## src/include/pcise_map.svh

```systemverilog
/*
  Register offsets, field positions and reset values of the single-cycle PCI
  initiator engine. Assumes a 24-bit register-space byte address.
*/
`ifndef PCISE_MAP_SVH
`define PCISE_MAP_SVH

`define PCISE_OFS_STATUS 24'h10_3004
`define PCISE_OFS_CONTROL 24'h10_3008
`define PCISE_OFS_CACHE_ADR 24'h10_300c
`define PCISE_OFS_CACHE_DATA 24'h10_3010
`define PCISE_OFS_CFG_ADR 24'h10_3014
`define PCISE_OFS_CFG_DATA 24'h10_3018
`define PCISE_OFS_CFG_CTL 24'h10_301c
`define PCISE_OFS_IO_ADR 24'h10_3020
`define PCISE_OFS_IO_DATA 24'h10_3024
`define PCISE_OFS_IO_CYCLE_CONTROL 24'h10_3028

// Status bits
`define PCISE_ST_CFG_BUSY 0
`define PCISE_ST_CFG_DONE 1
`define PCISE_ST_IO_BUSY 2
`define PCISE_ST_IO_DONE 3
`define PCISE_ST_MASTER_ABORT 4
`define PCISE_ST_OVERLAP 8

// Control bits
`define PCISE_CT_IE_CFG 2
`define PCISE_CT_IE_IO 3
`define PCISE_CT_IE_OVERLAP 6

// Cycle control and address fields
`define PCISE_CC_RW 4
`define PCISE_CC_BE_MSB 3
`define PCISE_CA_DN_LSB 11
`define PCISE_CA_BUS_MSB 1

// Reset values
`define PCISE_RST_WORD 32'h0000_0000
`define PCISE_RST_CTL 5'h1f

`endif

```

## src/include/pcise_pkg.sv

```systemverilog
/*
  Types of the single-cycle PCI initiator engine: sequencer states, request
  sources and bus command encodings. No assumptions.
*/
package pcise_pkg;

  typedef enum logic [1:0] {
    pcise_idle = 2'b00,
    pcise_bus = 2'b01
  } pcise_state_type;

  typedef enum logic [1:0] {
    pcise_src_cache = 2'b00,
    pcise_src_cfg = 2'b01,
    pcise_src_io = 2'b10
  } pcise_src_type;

  typedef enum logic [3:0] {
    pcise_cmd_io_rd = 4'h2,
    pcise_cmd_io_wr = 4'h3,
    pcise_cmd_mem_rd = 4'h6,
    pcise_cmd_mem_wr = 4'h7,
    pcise_cmd_cfg_rd = 4'ha,
    pcise_cmd_cfg_wr = 4'hb
  } pcise_cmd_type;

endpackage : pcise_pkg

```

## src/rtl/pcise_cycle_slot.sv

```systemverilog
/*
  One software-driven cycle slot (configuration or I/O): address, data and
  control registers with busy and done flags. Assumes the parent accepts a
  control write only while no slot is busy and pulses finish once per cycle.
*/
`timescale 1ns/100ps
`include "pcise_map.svh"

module pcise_cycle_slot (
  // Clock and reset
  input wire logic sys_clk_i,
  input wire logic reset_i,
  // Register writes
  input wire logic [31:0] wdata_i,
  input wire logic wr_adr_i,
  input wire logic wr_data_i,
  input wire logic launch_i,
  input wire logic clr_done_i,
  // Completion
  input wire logic finish_i,
  input wire logic [31:0] rdata_i,
  // State
  output logic [31:0] adr_o,
  output logic [31:0] data_o,
  output logic [4:0] ctl_o,
  output logic busy_o,
  output logic done_o
);

  always_ff @(posedge sys_clk_i) begin
    if (reset_i) begin
      adr_o <= `PCISE_RST_WORD;
    end else if (wr_adr_i) begin
      adr_o <= wdata_i;
    end
  end

  always_ff @(posedge sys_clk_i) begin
    if (reset_i) begin
      ctl_o <= `PCISE_RST_CTL;
    end else if (launch_i) begin
      ctl_o <= wdata_i[4:0];
    end
  end

  // Returned data wins over a stray software write
  always_ff @(posedge sys_clk_i) begin
    if (reset_i) begin
      data_o <= `PCISE_RST_WORD;
    end else if (finish_i && ctl_o[`PCISE_CC_RW]) begin
      data_o <= rdata_i;
    end else if (wr_data_i) begin
      data_o <= wdata_i;
    end
  end

  always_ff @(posedge sys_clk_i) begin
    if (reset_i) begin
      busy_o <= 1'b0;
    end else if (launch_i) begin
      busy_o <= 1'b1;
    end else if (finish_i) begin
      busy_o <= 1'b0;
    end
  end

  always_ff @(posedge sys_clk_i) begin
    if (reset_i) begin
      done_o <= 1'b0;
    end else if (finish_i) begin
      done_o <= 1'b1;
    end else if (clr_done_i) begin
      done_o <= 1'b0;
    end
  end

endmodule : pcise_cycle_slot

```

## src/rtl/pcise_cache_path.sv

```systemverilog
/*
  Data-cache path: 30-bit word address and data registers, load tracking and
  the completion pulse back to the cache. Assumes the cache holds its read
  request level until ready, and the parent grants one request at a time.
*/
`timescale 1ns/100ps
`include "pcise_map.svh"

module pcise_cache_path (
  // Clock and reset
  input wire logic sys_clk_i,
  input wire logic reset_i,
  // Data cache side
  input wire logic dc_adr_wr_i,
  input wire logic [29:0] dc_adr_i,
  input wire logic dc_data_wr_i,
  input wire logic [31:0] dc_data_i,
  input wire logic dc_read_op_i,
  // Local register write of the address
  input wire logic mmio_adr_wr_i,
  input wire logic [29:0] mmio_adr_i,
  // Sequencer side
  input wire logic grant_i,
  input wire logic finish_i,
  input wire logic abort_i,
  input wire logic [31:0] rdata_i,
  output logic req_o,
  output logic rd_o,
  output logic [29:0] adr_o,
  output logic [31:0] data_o,
  output logic ready_o
);

  logic adr_loaded;
  logic data_loaded;
  logic in_flight;

  assign req_o = adr_loaded && (dc_read_op_i || data_loaded) && !in_flight;

  // local-only address; a cache address write in the same cycle wins over a software write
  always_ff @(posedge sys_clk_i) begin
    if (reset_i) begin
      adr_o <= 30'h0000_0000;
    end else if (dc_adr_wr_i) begin
      adr_o <= dc_adr_i;
    end else if (mmio_adr_wr_i) begin
      adr_o <= mmio_adr_i;
    end
  end

  always_ff @(posedge sys_clk_i) begin
    if (reset_i) begin
      adr_loaded <= 1'b0;
      data_loaded <= 1'b0;
    end else if (grant_i) begin
      adr_loaded <= 1'b0;
      data_loaded <= 1'b0;
    end else begin
      adr_loaded <= adr_loaded | dc_adr_wr_i;
      data_loaded <= data_loaded | dc_data_wr_i;
    end
  end

  always_ff @(posedge sys_clk_i) begin
    if (reset_i) begin
      in_flight <= 1'b0;
      rd_o <= 1'b0;
    end else if (grant_i) begin
      in_flight <= 1'b1;
      rd_o <= dc_read_op_i;
    end else if (finish_i) begin
      in_flight <= 1'b0;
    end
  end

  always_ff @(posedge sys_clk_i) begin
    if (reset_i) begin
      data_o <= `PCISE_RST_WORD;
    end else if (finish_i && (rd_o || abort_i)) begin
      data_o <= abort_i ? `PCISE_RST_WORD : rdata_i;
    end else if (dc_data_wr_i) begin
      data_o <= dc_data_i;
    end
  end

  always_ff @(posedge sys_clk_i) begin
    if (reset_i) begin
      ready_o <= 1'b0;
    end else begin
      ready_o <= finish_i;
    end
  end

endmodule : pcise_cache_path

```

## src/rtl/pcise_engine.sv

```systemverilog
/*
  Single-data-phase PCI initiator engine: register port, sequencer that
  issues cache, configuration and I/O cycles to a PCI master, status and
  interrupt. Assumes the master answers each request with one done pulse.
*/
`timescale 1ns/100ps
`include "pcise_map.svh"

module pcise_engine (
  // Clock and reset
  input wire logic sys_clk_i,
  input wire logic reset_i,
  // Register port
  input wire logic mmio_wr_i,
  input wire logic mmio_rd_i,
  input wire logic mmio_ext_i,
  input wire logic [23:0] mmio_addr_i,
  input wire logic [31:0] mmio_wdata_i,
  output logic [31:0] mmio_rdata_o,
  // Data cache
  input wire logic dc_adr_wr_i,
  input wire logic [29:0] dc_adr_i,
  input wire logic dc_data_wr_i,
  input wire logic [31:0] dc_data_i,
  input wire logic dc_read_op_i,
  output logic dc_ready_o,
  output logic [31:0] dc_data_o,
  // PCI master request
  output logic pci_req_o,
  output logic [3:0] pci_cmd_o,
  output logic [31:0] pci_addr_o,
  output logic [3:0] pci_be_n_o,
  output logic [31:0] pci_wdata_o,
  output logic [20:0] pci_idsel_o,
  input wire logic pci_done_i,
  input wire logic pci_abort_i,
  input wire logic [31:0] pci_rdata_i,
  // Processor interrupt
  output logic cpu_irq_o
);

  function automatic logic reg_hit(input logic [23:0] a, input logic [23:0] ofs);
    return a == ofs;
  endfunction : reg_hit

  pcise_pkg::pcise_state_type state;
  pcise_pkg::pcise_src_type src;
  logic [2:0] irq_en;
  logic master_abort_flag, overlap_flag;
  logic cache_req, cache_rd;
  logic [29:0] cache_adr;
  logic [31:0] cfg_adr, cfg_data, io_adr, io_data;
  logic [4:0] cfg_ctl, io_cycle_control;
  logic cfg_busy, cfg_done, io_busy, io_done;
  logic w_status, w_cfg_ctl, w_io_cycle_control, cfg_launch, io_launch, overlap_evt;
  logic grant_cache, grant_cfg, grant_io, finish;
  logic [1:0] bus_select;
  logic [3:0] next_cmd, next_be;
  logic [31:0] next_addr, next_wdata, rd_word;
  logic [20:0] next_idsel;

  assign w_status = mmio_wr_i && reg_hit(mmio_addr_i, `PCISE_OFS_STATUS);
  assign w_cfg_ctl = mmio_wr_i && reg_hit(mmio_addr_i, `PCISE_OFS_CFG_CTL);
  assign w_io_cycle_control = mmio_wr_i && reg_hit(mmio_addr_i, `PCISE_OFS_IO_CYCLE_CONTROL);
  assign overlap_evt = (w_cfg_ctl || w_io_cycle_control) && (cfg_busy || io_busy);
  assign cfg_launch = w_cfg_ctl && !cfg_busy && !io_busy;
  assign io_launch = w_io_cycle_control && !cfg_busy && !io_busy;

  // Cache path has priority: the processor is stalled on it
  assign grant_cache = (state == pcise_pkg::pcise_idle) && cache_req;
  assign grant_cfg = (state == pcise_pkg::pcise_idle) && !cache_req && cfg_busy;
  assign grant_io = (state == pcise_pkg::pcise_idle) && !cache_req && !cfg_busy && io_busy;
  assign finish = (state == pcise_pkg::pcise_bus) && pci_done_i;
  assign bus_select = cfg_adr[`PCISE_CA_BUS_MSB:0];

  pcise_cache_path u_cache (
    .sys_clk_i(sys_clk_i),
    .reset_i(reset_i),
    .dc_adr_wr_i(dc_adr_wr_i),
    .dc_adr_i(dc_adr_i),
    .dc_data_wr_i(dc_data_wr_i),
    .dc_data_i(dc_data_i),
    .dc_read_op_i(dc_read_op_i),
    .mmio_adr_wr_i(mmio_wr_i && !mmio_ext_i && reg_hit(mmio_addr_i, `PCISE_OFS_CACHE_ADR)),
    .mmio_adr_i(mmio_wdata_i[31:2]),
    .grant_i(grant_cache),
    .finish_i(finish && (src == pcise_pkg::pcise_src_cache)),
    .abort_i(pci_abort_i),
    .rdata_i(pci_rdata_i),
    .req_o(cache_req),
    .rd_o(cache_rd),
    .adr_o(cache_adr),
    .data_o(dc_data_o),
    .ready_o(dc_ready_o)
  );

  pcise_cycle_slot u_cfg (
    .sys_clk_i(sys_clk_i),
    .reset_i(reset_i),
    .wdata_i(mmio_wdata_i),
    .wr_adr_i(mmio_wr_i && reg_hit(mmio_addr_i, `PCISE_OFS_CFG_ADR)),
    .wr_data_i(mmio_wr_i && reg_hit(mmio_addr_i, `PCISE_OFS_CFG_DATA)),
    .launch_i(cfg_launch),
    .clr_done_i(w_status && mmio_wdata_i[`PCISE_ST_CFG_DONE]),
    .finish_i(finish && (src == pcise_pkg::pcise_src_cfg)),
    .rdata_i(pci_rdata_i),
    .adr_o(cfg_adr),
    .data_o(cfg_data),
    .ctl_o(cfg_ctl),
    .busy_o(cfg_busy),
    .done_o(cfg_done)
  );

  pcise_cycle_slot u_io (
    .sys_clk_i(sys_clk_i),
    .reset_i(reset_i),
    .wdata_i(mmio_wdata_i),
    .wr_adr_i(mmio_wr_i && reg_hit(mmio_addr_i, `PCISE_OFS_IO_ADR)),
    .wr_data_i(mmio_wr_i && reg_hit(mmio_addr_i, `PCISE_OFS_IO_DATA)),
    .launch_i(io_launch),
    .clr_done_i(w_status && mmio_wdata_i[`PCISE_ST_IO_DONE]),
    .finish_i(finish && (src == pcise_pkg::pcise_src_io)),
    .rdata_i(pci_rdata_i),
    .adr_o(io_adr),
    .data_o(io_data),
    .ctl_o(io_cycle_control),
    .busy_o(io_busy),
    .done_o(io_done)
  );

  // Bus request contents for the winning source
  always_comb begin
    next_cmd = cache_rd ? pcise_pkg::pcise_cmd_mem_rd : pcise_pkg::pcise_cmd_mem_wr;
    next_addr = {cache_adr, 2'b00};
    next_be = 4'h0;
    next_wdata = dc_data_o;
    next_idsel = 21'h00_0000;
    if (grant_cache) begin
      next_cmd = dc_read_op_i ? pcise_pkg::pcise_cmd_mem_rd : pcise_pkg::pcise_cmd_mem_wr;
    end else if (grant_cfg) begin
      next_cmd = cfg_ctl[`PCISE_CC_RW] ? pcise_pkg::pcise_cmd_cfg_rd : pcise_pkg::pcise_cmd_cfg_wr;
      next_addr = {cfg_adr[31:2], (bus_select != 2'b00) ? 2'b01 : 2'b00};
      next_be = cfg_ctl[`PCISE_CC_BE_MSB:0];
      next_wdata = cfg_data;
      // idsel is cfg_adr bits 31:11 as written, only for the local bus
      next_idsel = (bus_select == 2'b00) ? cfg_adr[31:`PCISE_CA_DN_LSB] : 21'h00_0000;
    end else if (grant_io) begin
      next_cmd = io_cycle_control[`PCISE_CC_RW] ? pcise_pkg::pcise_cmd_io_rd : pcise_pkg::pcise_cmd_io_wr;
      next_addr = io_adr;
      next_be = io_cycle_control[`PCISE_CC_BE_MSB:0];
      next_wdata = io_data;
    end
  end

  always_ff @(posedge sys_clk_i) begin
    if (reset_i) begin
      state <= pcise_pkg::pcise_idle;
      src <= pcise_pkg::pcise_src_cache;
    end else begin
      case (state)
        pcise_pkg::pcise_idle: begin
          if (grant_cache) begin
            state <= pcise_pkg::pcise_bus;
            src <= pcise_pkg::pcise_src_cache;
          end else if (grant_cfg) begin
            state <= pcise_pkg::pcise_bus;
            src <= pcise_pkg::pcise_src_cfg;
          end else if (grant_io) begin
            state <= pcise_pkg::pcise_bus;
            src <= pcise_pkg::pcise_src_io;
          end
        end
        pcise_pkg::pcise_bus: begin
          if (pci_done_i) begin
            state <= pcise_pkg::pcise_idle;
          end
        end
        default: begin
          state <= pcise_pkg::pcise_idle;
        end
      endcase
    end
  end

  // Request fields are frozen for the whole transaction
  always_ff @(posedge sys_clk_i) begin
    if (reset_i) begin
      pci_req_o <= 1'b0;
      pci_cmd_o <= 4'h0;
      pci_addr_o <= `PCISE_RST_WORD;
      pci_be_n_o <= 4'hf;
      pci_wdata_o <= `PCISE_RST_WORD;
      pci_idsel_o <= 21'h00_0000;
    end else if (grant_cache || grant_cfg || grant_io) begin
      pci_req_o <= 1'b1;
      pci_cmd_o <= next_cmd;
      pci_addr_o <= next_addr;
      pci_be_n_o <= next_be;
      pci_wdata_o <= next_wdata;
      pci_idsel_o <= next_idsel;
    end else if (finish) begin
      pci_req_o <= 1'b0;
    end
  end

  // Sticky error flags, set wins over write-one clear
  always_ff @(posedge sys_clk_i) begin
    if (reset_i) begin
      master_abort_flag <= 1'b0;
      overlap_flag <= 1'b0;
    end else begin
      if (finish && pci_abort_i) begin
        master_abort_flag <= 1'b1;
      end else if (w_status && mmio_wdata_i[`PCISE_ST_MASTER_ABORT]) begin
        master_abort_flag <= 1'b0;
      end
      if (overlap_evt) begin
        overlap_flag <= 1'b1;
      end else if (w_status && mmio_wdata_i[`PCISE_ST_OVERLAP]) begin
        overlap_flag <= 1'b0;
      end
    end
  end

  always_ff @(posedge sys_clk_i) begin
    if (reset_i) begin
      irq_en <= 3'h0;
    end else if (mmio_wr_i && reg_hit(mmio_addr_i, `PCISE_OFS_CONTROL)) begin
      irq_en <= {mmio_wdata_i[`PCISE_CT_IE_OVERLAP], mmio_wdata_i[`PCISE_CT_IE_IO],
                 mmio_wdata_i[`PCISE_CT_IE_CFG]};
    end
  end

  always_ff @(posedge sys_clk_i) begin
    if (reset_i) begin
      cpu_irq_o <= 1'b0;
    end else begin
      cpu_irq_o <= (cfg_done && irq_en[0]) || (io_done && irq_en[1]) || (overlap_flag && irq_en[2]);
    end
  end

  always_comb begin
    rd_word = `PCISE_RST_WORD;
    if (reg_hit(mmio_addr_i, `PCISE_OFS_STATUS)) begin
      rd_word[`PCISE_ST_CFG_BUSY] = cfg_busy;
      rd_word[`PCISE_ST_CFG_DONE] = cfg_done;
      rd_word[`PCISE_ST_IO_BUSY] = io_busy;
      rd_word[`PCISE_ST_IO_DONE] = io_done;
      rd_word[`PCISE_ST_MASTER_ABORT] = master_abort_flag;
      rd_word[`PCISE_ST_OVERLAP] = overlap_flag;
    end else if (reg_hit(mmio_addr_i, `PCISE_OFS_CONTROL)) begin
      rd_word[`PCISE_CT_IE_CFG] = irq_en[0];
      rd_word[`PCISE_CT_IE_IO] = irq_en[1];
      rd_word[`PCISE_CT_IE_OVERLAP] = irq_en[2];
    end else if (reg_hit(mmio_addr_i, `PCISE_OFS_CACHE_ADR) && !mmio_ext_i) begin
      rd_word = {cache_adr, 2'b00};
    end else if (reg_hit(mmio_addr_i, `PCISE_OFS_CACHE_DATA) && !mmio_ext_i) begin
      rd_word = dc_data_o;
    end else if (reg_hit(mmio_addr_i, `PCISE_OFS_CFG_ADR)) begin
      rd_word = cfg_adr;
    end else if (reg_hit(mmio_addr_i, `PCISE_OFS_CFG_DATA)) begin
      rd_word = cfg_data;
    end else if (reg_hit(mmio_addr_i, `PCISE_OFS_CFG_CTL)) begin
      rd_word = {27'h000_0000, cfg_ctl};
    end else if (reg_hit(mmio_addr_i, `PCISE_OFS_IO_ADR)) begin
      rd_word = io_adr;
    end else if (reg_hit(mmio_addr_i, `PCISE_OFS_IO_DATA)) begin
      rd_word = io_data;
    end else if (reg_hit(mmio_addr_i, `PCISE_OFS_IO_CYCLE_CONTROL)) begin
      rd_word = {27'h000_0000, io_cycle_control};
    end
  end

  always_ff @(posedge sys_clk_i) begin
    if (reset_i) begin
      mmio_rdata_o <= `PCISE_RST_WORD;
    end else begin
      mmio_rdata_o <= mmio_rd_i ? rd_word : `PCISE_RST_WORD;
    end
  end
endmodule : pcise_engine

```

## config.mk

```make
export PLATFORM = sky130hd
export DESIGN_NAME = pcise_engine
export DESIGN_NICKNAME = d
export VERILOG_FILES = /design/src/include/pcise_pkg.sv /design/src/rtl/pcise_cycle_slot.sv /design/src/rtl/pcise_cache_path.sv /design/src/rtl/pcise_engine.sv
export VERILOG_INCLUDE_DIRS = /design/src /design/src/include
export SDC_FILE = /design/constraint.sdc
export NUM_CORES = 1
export LEC_CHECK = 0
export BUFFER_PORTS_ARGS = -buffer_cell sky130_fd_sc_hd__clkbuf_2
export CORE_UTILIZATION = 55
export CTS_CLUSTER_DIAMETER = 40
export CTS_CLUSTER_SIZE = 8
export DETAILED_ROUTE_END_ITERATION = 7
export PLACE_DENSITY_LB_ADDON = 0.12
export SETUP_SLACK_MARGIN = 0.5
export SLEW_MARGIN = 20
export SYNTH_ARGS = -nofsm -noshare
export SYNTH_HDL_FRONTEND = slang
export SYNTH_SLANG_ARGS = --single-unit
```

## constraint.sdc

```tcl
create_clock -name sys_clk_i -period 2.6 [get_ports sys_clk_i]
set_input_delay 0.39 -clock sys_clk_i [delete_from_list [all_inputs] [get_ports sys_clk_i]]
set_output_delay 0.39 -clock sys_clk_i [all_outputs]
set_load 0.02 [all_outputs]
```

# After elaboration in Yosys (flattened, before gate mapping)
# Cells that the tools add are included.
[totals]
ff_bits = 345
output_inout_bits = 160
[classes]
eq_ne = 15
muxes = 68
bitwise = 3
n_reduce_logical = 75
[ops]
columns = ["op", "count"]
rows = [
  ["$mux 32", 20],
  ["$eq 24x21->1 const B", 10],
  ["$mux 21", 3],
  ["$mux 30", 2],
  ["$logic_and 1x1->1", 39],
  ["$reduce_bool 2->1", 13],
  ["$mux 1", 24],
  ["$mux 2", 10],
  ["$mux 4", 5],
  ["$mux 5", 2],
  ["$logic_or 1x1->1", 8],
  ["$logic_not 2->1", 3],
  ["$logic_not 1->1", 5],
  ["$eq 2x1->1 const B", 2],
  ["$ne 4x4->1 const B", 1],
  ["$pmux 2 s2", 1],
  ["$reduce_and 2->1", 2],
  ["$reduce_or 2->1", 2],
  ["$reduce_or 4->1", 1],
  ["$mux 3", 1],
  ["$reduce_bool 3->1", 1],
  ["$reduce_or 3->1", 1],
  ["$eq 2x2->1 const B", 1],
  ["$ne 2x2->1 const B", 1],
  ["2 further kinds", 3],
]

# Longest topological paths before layout
[logic_depth]
ltp_word = 11
depth_mapped = 10

# Cells and area by module
# Synthesis repeated with hierarchy kept, for this count alone.
[hier_totals]
hier_cells = 1758
hier_area_um2 = 16782.3
[modules_own_cells]
columns = ["module", "n_inst", "cells_per_inst", "area_per_inst_um2", "seq_area_each_um2"]
rows = [
  ["pcise_engine", 1, 875, 7185.6, 2702.6],
  ["pcise_cycle_slot", 2, 274, 3175.5, 1421.4],
  ["pcise_cache_path", 1, 335, 3245.6, 1341.3],
]

# Worst setup path after synthesis
# Ideal clock, no wire load.
[synth_timing]
kind = "input to register"
start = "input mmio_addr_i[5]"
end = "register mmio_rdata_o[26]"
t_arrival_ns = 1.945
required_time_ns = 2.475
setup_slack_ns = 0.530
path_stages = 7
n_path_buf = 2
cell_sequence = "or2_1 -> or3_4 -> or3_1 -> clkbuf_1 -> buf_1 -> o22ai_1 -> nor3_2"
[synth_via]
elab_chain_len = 8
elab_cells_between_ends = 19
cone_classes = "9 x eq/ne; 7 x mux; 3 x reduce/logical"
[synth_lines]
columns = ["element", "line", "source"]
rows = [
  ["start, declared", "pcise_engine.sv:17", "input wire logic [23:0] mmio_addr_i,"],
  ["$eq 24x21->1", "pcise_engine.sv:43", "return a == ofs;"],
  ["$mux 32", "pcise_engine.sv:267", "end else if (reg_hit(mmio_addr_i, `PCISE_OFS_IO_DATA)) begin"],
  ["$mux 32", "pcise_engine.sv:265", "end else if (reg_hit(mmio_addr_i, `PCISE_OFS_IO_ADR)) begin"],
  ["$mux 32", "pcise_engine.sv:263", "end else if (reg_hit(mmio_addr_i, `PCISE_OFS_CFG_CTL)) begin"],
  ["$mux 32", "pcise_engine.sv:261", "end else if (reg_hit(mmio_addr_i, `PCISE_OFS_CFG_DATA)) begin"],
  ["$mux 32", "pcise_engine.sv:259", "end else if (reg_hit(mmio_addr_i, `PCISE_OFS_CFG_ADR)) begin"],
  ["$mux 32", "pcise_engine.sv:257", "end else if (reg_hit(mmio_addr_i, `PCISE_OFS_CACHE_DATA) && !mmio_ext_i) begin"],
  ["$mux 32", "pcise_engine.sv:255", "end else if (reg_hit(mmio_addr_i, `PCISE_OFS_CACHE_ADR) && !mmio_ext_i) begin"],
  ["end signal, assigned", "pcise_engine.sv:276", "mmio_rdata_o <= `PCISE_RST_WORD;"],
  ["end signal, assigned", "pcise_engine.sv:278", "mmio_rdata_o <= mmio_rd_i ? rd_word : `PCISE_RST_WORD;"],
  ["end, declared", "pcise_engine.sv:19", "output logic [31:0] mmio_rdata_o,"],
]
# Several ways; a longest one is shown, not always the timed one.
# A chain may end at the register's enable or synchronous reset.

# Final worst setup path
[layout_timing]
start = "register state[0]"
end = "register u_io.data_o[31]"
[layout_via]
elab_chain_len = 5
elab_cells_between_ends = 6
cone_classes = "1 x eq/ne; 1 x mux; 4 x reduce/logical"
[layout_lines]
columns = ["element", "line", "source"]
rows = [
  ["start, declared", "pcise_engine.sv:46", "pcise_pkg::pcise_state_type state;"],
  ["start signal, assigned", "pcise_engine.sv:157", "state <= pcise_pkg::pcise_idle;"],
  ["start signal, assigned", "pcise_engine.sv:163", "state <= pcise_pkg::pcise_bus;"],
  ["start signal, assigned", "pcise_engine.sv:166", "state <= pcise_pkg::pcise_bus;"],
  ["$eq 2x1->1 *", "pcise_engine.sv:73", "assign finish = (state == pcise_pkg::pcise_bus) && pci_done_i;"],
  ["$logic_and 1x1->1 *", "pcise_engine.sv:73", ""],
  ["$logic_and 1x1->1 *", "pcise_engine.sv:122", ".finish_i(finish && (src == pcise_pkg::pcise_src_io)),"],
  ["$logic_and 1x1->1 *", "pcise_cycle_slot.sv:50", "end else if (finish_i && ctl_o[`PCISE_CC_RW]) begin"],
  ["$mux 32 or $reduce_bool 2->1 (tied branches)", "--", ""],
  ["end signal, assigned", "pcise_cycle_slot.sv:49", "data_o <= `PCISE_RST_WORD;"],
  ["end signal, assigned", "pcise_cycle_slot.sv:51", "data_o <= rdata_i;"],
  ["end signal, assigned", "pcise_cycle_slot.sv:53", "data_o <= wdata_i;"],
  ["end, declared", "pcise_cycle_slot.sv:24", "output logic [31:0] data_o,"],
]
# Every way passes the cells marked *; elsewhere a longest branch is shown, timed or not.

==> run_results.csv <==
group,metric,value,unit
cells_and_area,n_fill_cell,2350,
synth,yosys.area.top_type,"dfxtp_1",
timing,final_period_minus_worst_setup_slack,2.00,ns
critical_path,worst-endpoint-arrival,2.45,ns
drt,post-route-drc-count,0,
timing,setup_slack,0.598,ns
floorplanning,io_pins,320,
floorplanning,die-width,173,um
timing,clock_skew,0.0140,ns
drt,drtAntennaViolNets,0,
synth,synth_enable_flop_cells,0,
synth,largest_family_of_logic_cells_by_synthesized_area,"compound AO/OA/AOI/OAI gates",
placement,gp_congestion,0.978,
power,int_power,9.73,mW
cts,clk_latency,0.56,ns
synth,yosys.area_share.xor_xnor,0,%
synth,synth_top_area_share,43.0,%
cts,tritoncts,"done",
drt,detailedRoute.firstIterationViolations,1883,
critical_path,crit_end_element,"flip-flop",
drt,routedWlPerCell,23.8,um
synth,postSynthAreaPerCell,8.48,um2
global_routing,grt_first_pass_wirelength,92000,um
global_routing,total_routing_usage_reported_by_global_routing,39.5,%
drt,vias,16500,
placement,post-dp-hpwl,41000,um
synth,synth_async_sr_flop_share,0,%
synth,post_synth_main_area_contributors,"dfxtp_1 (43%), nor2_1 (6.3%), nand2_1 (6.2%)",
synth,postSynthCellCount,1888,
timing,timing_max_transition_violations_final,0,
critical_path,cp.required,3.05,ns
timing,timing.final.setup_violations,0,
critical_path,path_class,"flip-flop to flip-flop",
cts,clock_sink_count,344,
synth,synth_cell_type_count,67,
timing,slew-limit-headroom,54.1,%
global_routing,grt_start_max_net_pins,146,
power,powerDensity,663,nW/um2
synth,synth_compound_gate_area_share,22.6,%
drt,drt-pass1-iter-count,8,
synth,synth.cell_area,16000,um2
cts,path_clk_slew,0.05,ns
synth,mappedNetlistNets,2048,
global_routing,number_of_global_route_vias_before_repair,15700,
synth,yosys.area_share.adder,0,%
cts,cts-hold-fix-buffers,0,
cts,root_buffer_selected_by_cts,"clkbuf_16",
floorplanning,rows,62,
cts,h-tree-depth,2,
power,power.net_switching,3.34,mW
synth,ys_ff_latch,344,
cells_and_area,finalNetCount,2326,
cells_and_area,area_delta_synth_final,23.1,%
status,status,"finished clean",
power,post-layout-total-power,13.1,mW
drt,wl,60900,um
cts,cts_max_path_buffers,3,
cells_and_area,layout-drive-gt1-share,27.0,%
power,cellLeakagePower,7.91,nW
global_routing,antenna_found_initial,0,
cts,cts-buffers-inserted,52,
global_routing,overflow,0,
power,power.combinational.fraction,9.9,%
drt,via_per_inst,6.42,
synth,synthMostInstantiatedCell,"dfxtp_1",
synth,ys_dominant_reg_cell,"dfxtp_1",
synth,area_fraction_in_and_or_nand_and_nor_cells_after_synthesis,22.2,%
floorplanning,core_area,28700,um2
power,power_switching_share,25.6,%
timing,timing.fmax,0.500,GHz
floorplanning,initial_utilization,55.8,%
placement,placement.setup.worst_slack,0.178,ns
critical_path,path_max_fanout,25,
timing,final-hold-violation-count,0,
power,vdd.ir_drop.worst,0.000549,V
placement,buffer_ports.inserted,319,
floorplanning,die-area,29800,um2
timing,fin_hold_ws,0.137,ns
floorplanning,die-height,173,um
power,sequentialPowerShare,42.9,%
timing,worst-slew-pin-transition,0.688,ns
cells_and_area,antennaDiodeCount,0,
min_path,timing.hold.worst.class,"primary input to flip-flop",
synth,synth.cells.most_frequent,"dfxtp_1 (344), nor2_1 (268), nand2_1 (264)",
timing,grt_setup_unrepaired,"no",
timing,setup_tns,0,ns
synth,yosys-mux-area-fraction,6.84,%
power,power.share.clock,47.2,%
timing,min_period_over_period,77.0,%
synth,yosys_warnings,0,
synth,register_area_share_after_synthesis,43.0,%
run,max_cap_viol_count,0,
critical_path,setup.worst_path.start_class,"flip-flop",
[cell usage in the layout (no fill, tap or decap), drive strengths merged, types with 36 or more instances in the layout]
| cell | synthesis | final |
|---|---|---|
| clkbuf | 122 | 380 |
| dfxtp | 344 | 344 |
| nor2 | 269 | 269 |
| nand2 | 265 | 265 |
| a21oi | 142 | 142 |
| buf | 61 | 89 |
| mux2i | 69 | 69 |
| a211oi | 66 | 66 |
| nor3 | 57 | 57 |
| a311oi | 54 | 54 |
| nand3 | 52 | 52 |
| o21ai | 41 | 41 |
| nor3b | 36 | 36 |
[per-stage QoR]
step	std cells	utilization (%)	cell area [um2]
6_report	2564	68.7	19700
5_1_grt	2564	68.7	19700
4_1_cts	2562	68.6	19700
3_5_place_dp	2494	63.4	18200
3_3_place_gp	2494	63.4	18200
2_1_floorplan	1888	-	16000
[critical path, stage by stage (launching register included)]
cell and delay (ns):
dfxtp_2 0.43, nand2_2 0.18, nor3b_4 0.36, nand2_2 0.10, buf_4 0.32, mux2i_1 0.21
a211oi_1 0.30
[area by class of cell]
class	instances	area, um2	share of cell area [%]
well taps	384	480	2.44
clock inverters	6	73.8	0.374
repair buffers	407	2480	12.6
inverters	8	30.0	0.152
flip-flops and latches	344	6890	34.9
clock buffers	62	1400	7.10
multi-input cells	1353	8360	42.4
[power groups by stage]
stage	Sequential (mW)	Clock (mW)	Combinational [mW]
floorplan	5.78	0	0.594
global placement	5.69	0	1.25
detailed placement	5.69	0	1.27
CTS	5.59	6.19	1.28
global route	5.61	6.41	1.38
finish	5.60	6.17	1.30
[state kept, by name (all words and copies together), names as in the netlist, 4 cells and up]
name,flops
u_cache.adr_o,30
u_cfg.adr_o,32
u_cfg.ctl_o,5
u_cfg.data_o,32
pci_wdata_o,32
u_io.adr_o,32
u_cache.data_o,32
pci_addr_o,32
pci_idsel_o,21
pci_cmd_o,4
u_io.data_o,32
mmio_rdata_o,32
pci_be_n_o,4
u_io.ctl_o,5
[layer usage]
metal  track usage, %  wire length, um  vias up
li1                 -                -     7386
met1             52.2            24200     7795
met2             62.1            27400     1077
met3             7.78             6570      197
met4             19.1             2750        0
met5                0                0        -
[path summary, 6_finish.rpt]
| path | start | endpoint | slack [ns] | cells past startpoint |
|---|---|---|---|---|
| setup reg to reg | state[0] | u_io.data_o[31] | 0.60 | 6 |
| hold reg to reg | pci_be_n_o[3] | pci_be_n_o[3] | 0.44 | 2 |
| hold / removal | mmio_wdata_i[11] | u_cfg.adr_o[11] | 0.14 | 3 |
| setup / recovery | state[0] | u_io.data_o[31] | 0.60 | 6 |
[repair_timing]
| item | CTS | global route |
|---|---|---|
| setup endpoints to repair | 13 | 44 |
| resized for setup | 3 | 2 |
| buffers inserted | 0 | 2 |
| pin swaps | 0 | 2 |
[kinds of logic (layout without fill, tap and decap cells)]
| family | count (synthesis) | in the layout |
|---|---|---|
| AND/OR/NAND/NOR | 756 | 756 |
| AO/OA/AOI/OAI | 493 | 493 |
| flip-flops | 344 | 344 |
| buffers and inverters | 191 | 483 |
| multiplexers | 104 | 104 |
Note: power is estimated with default switching activity, not from simulation.
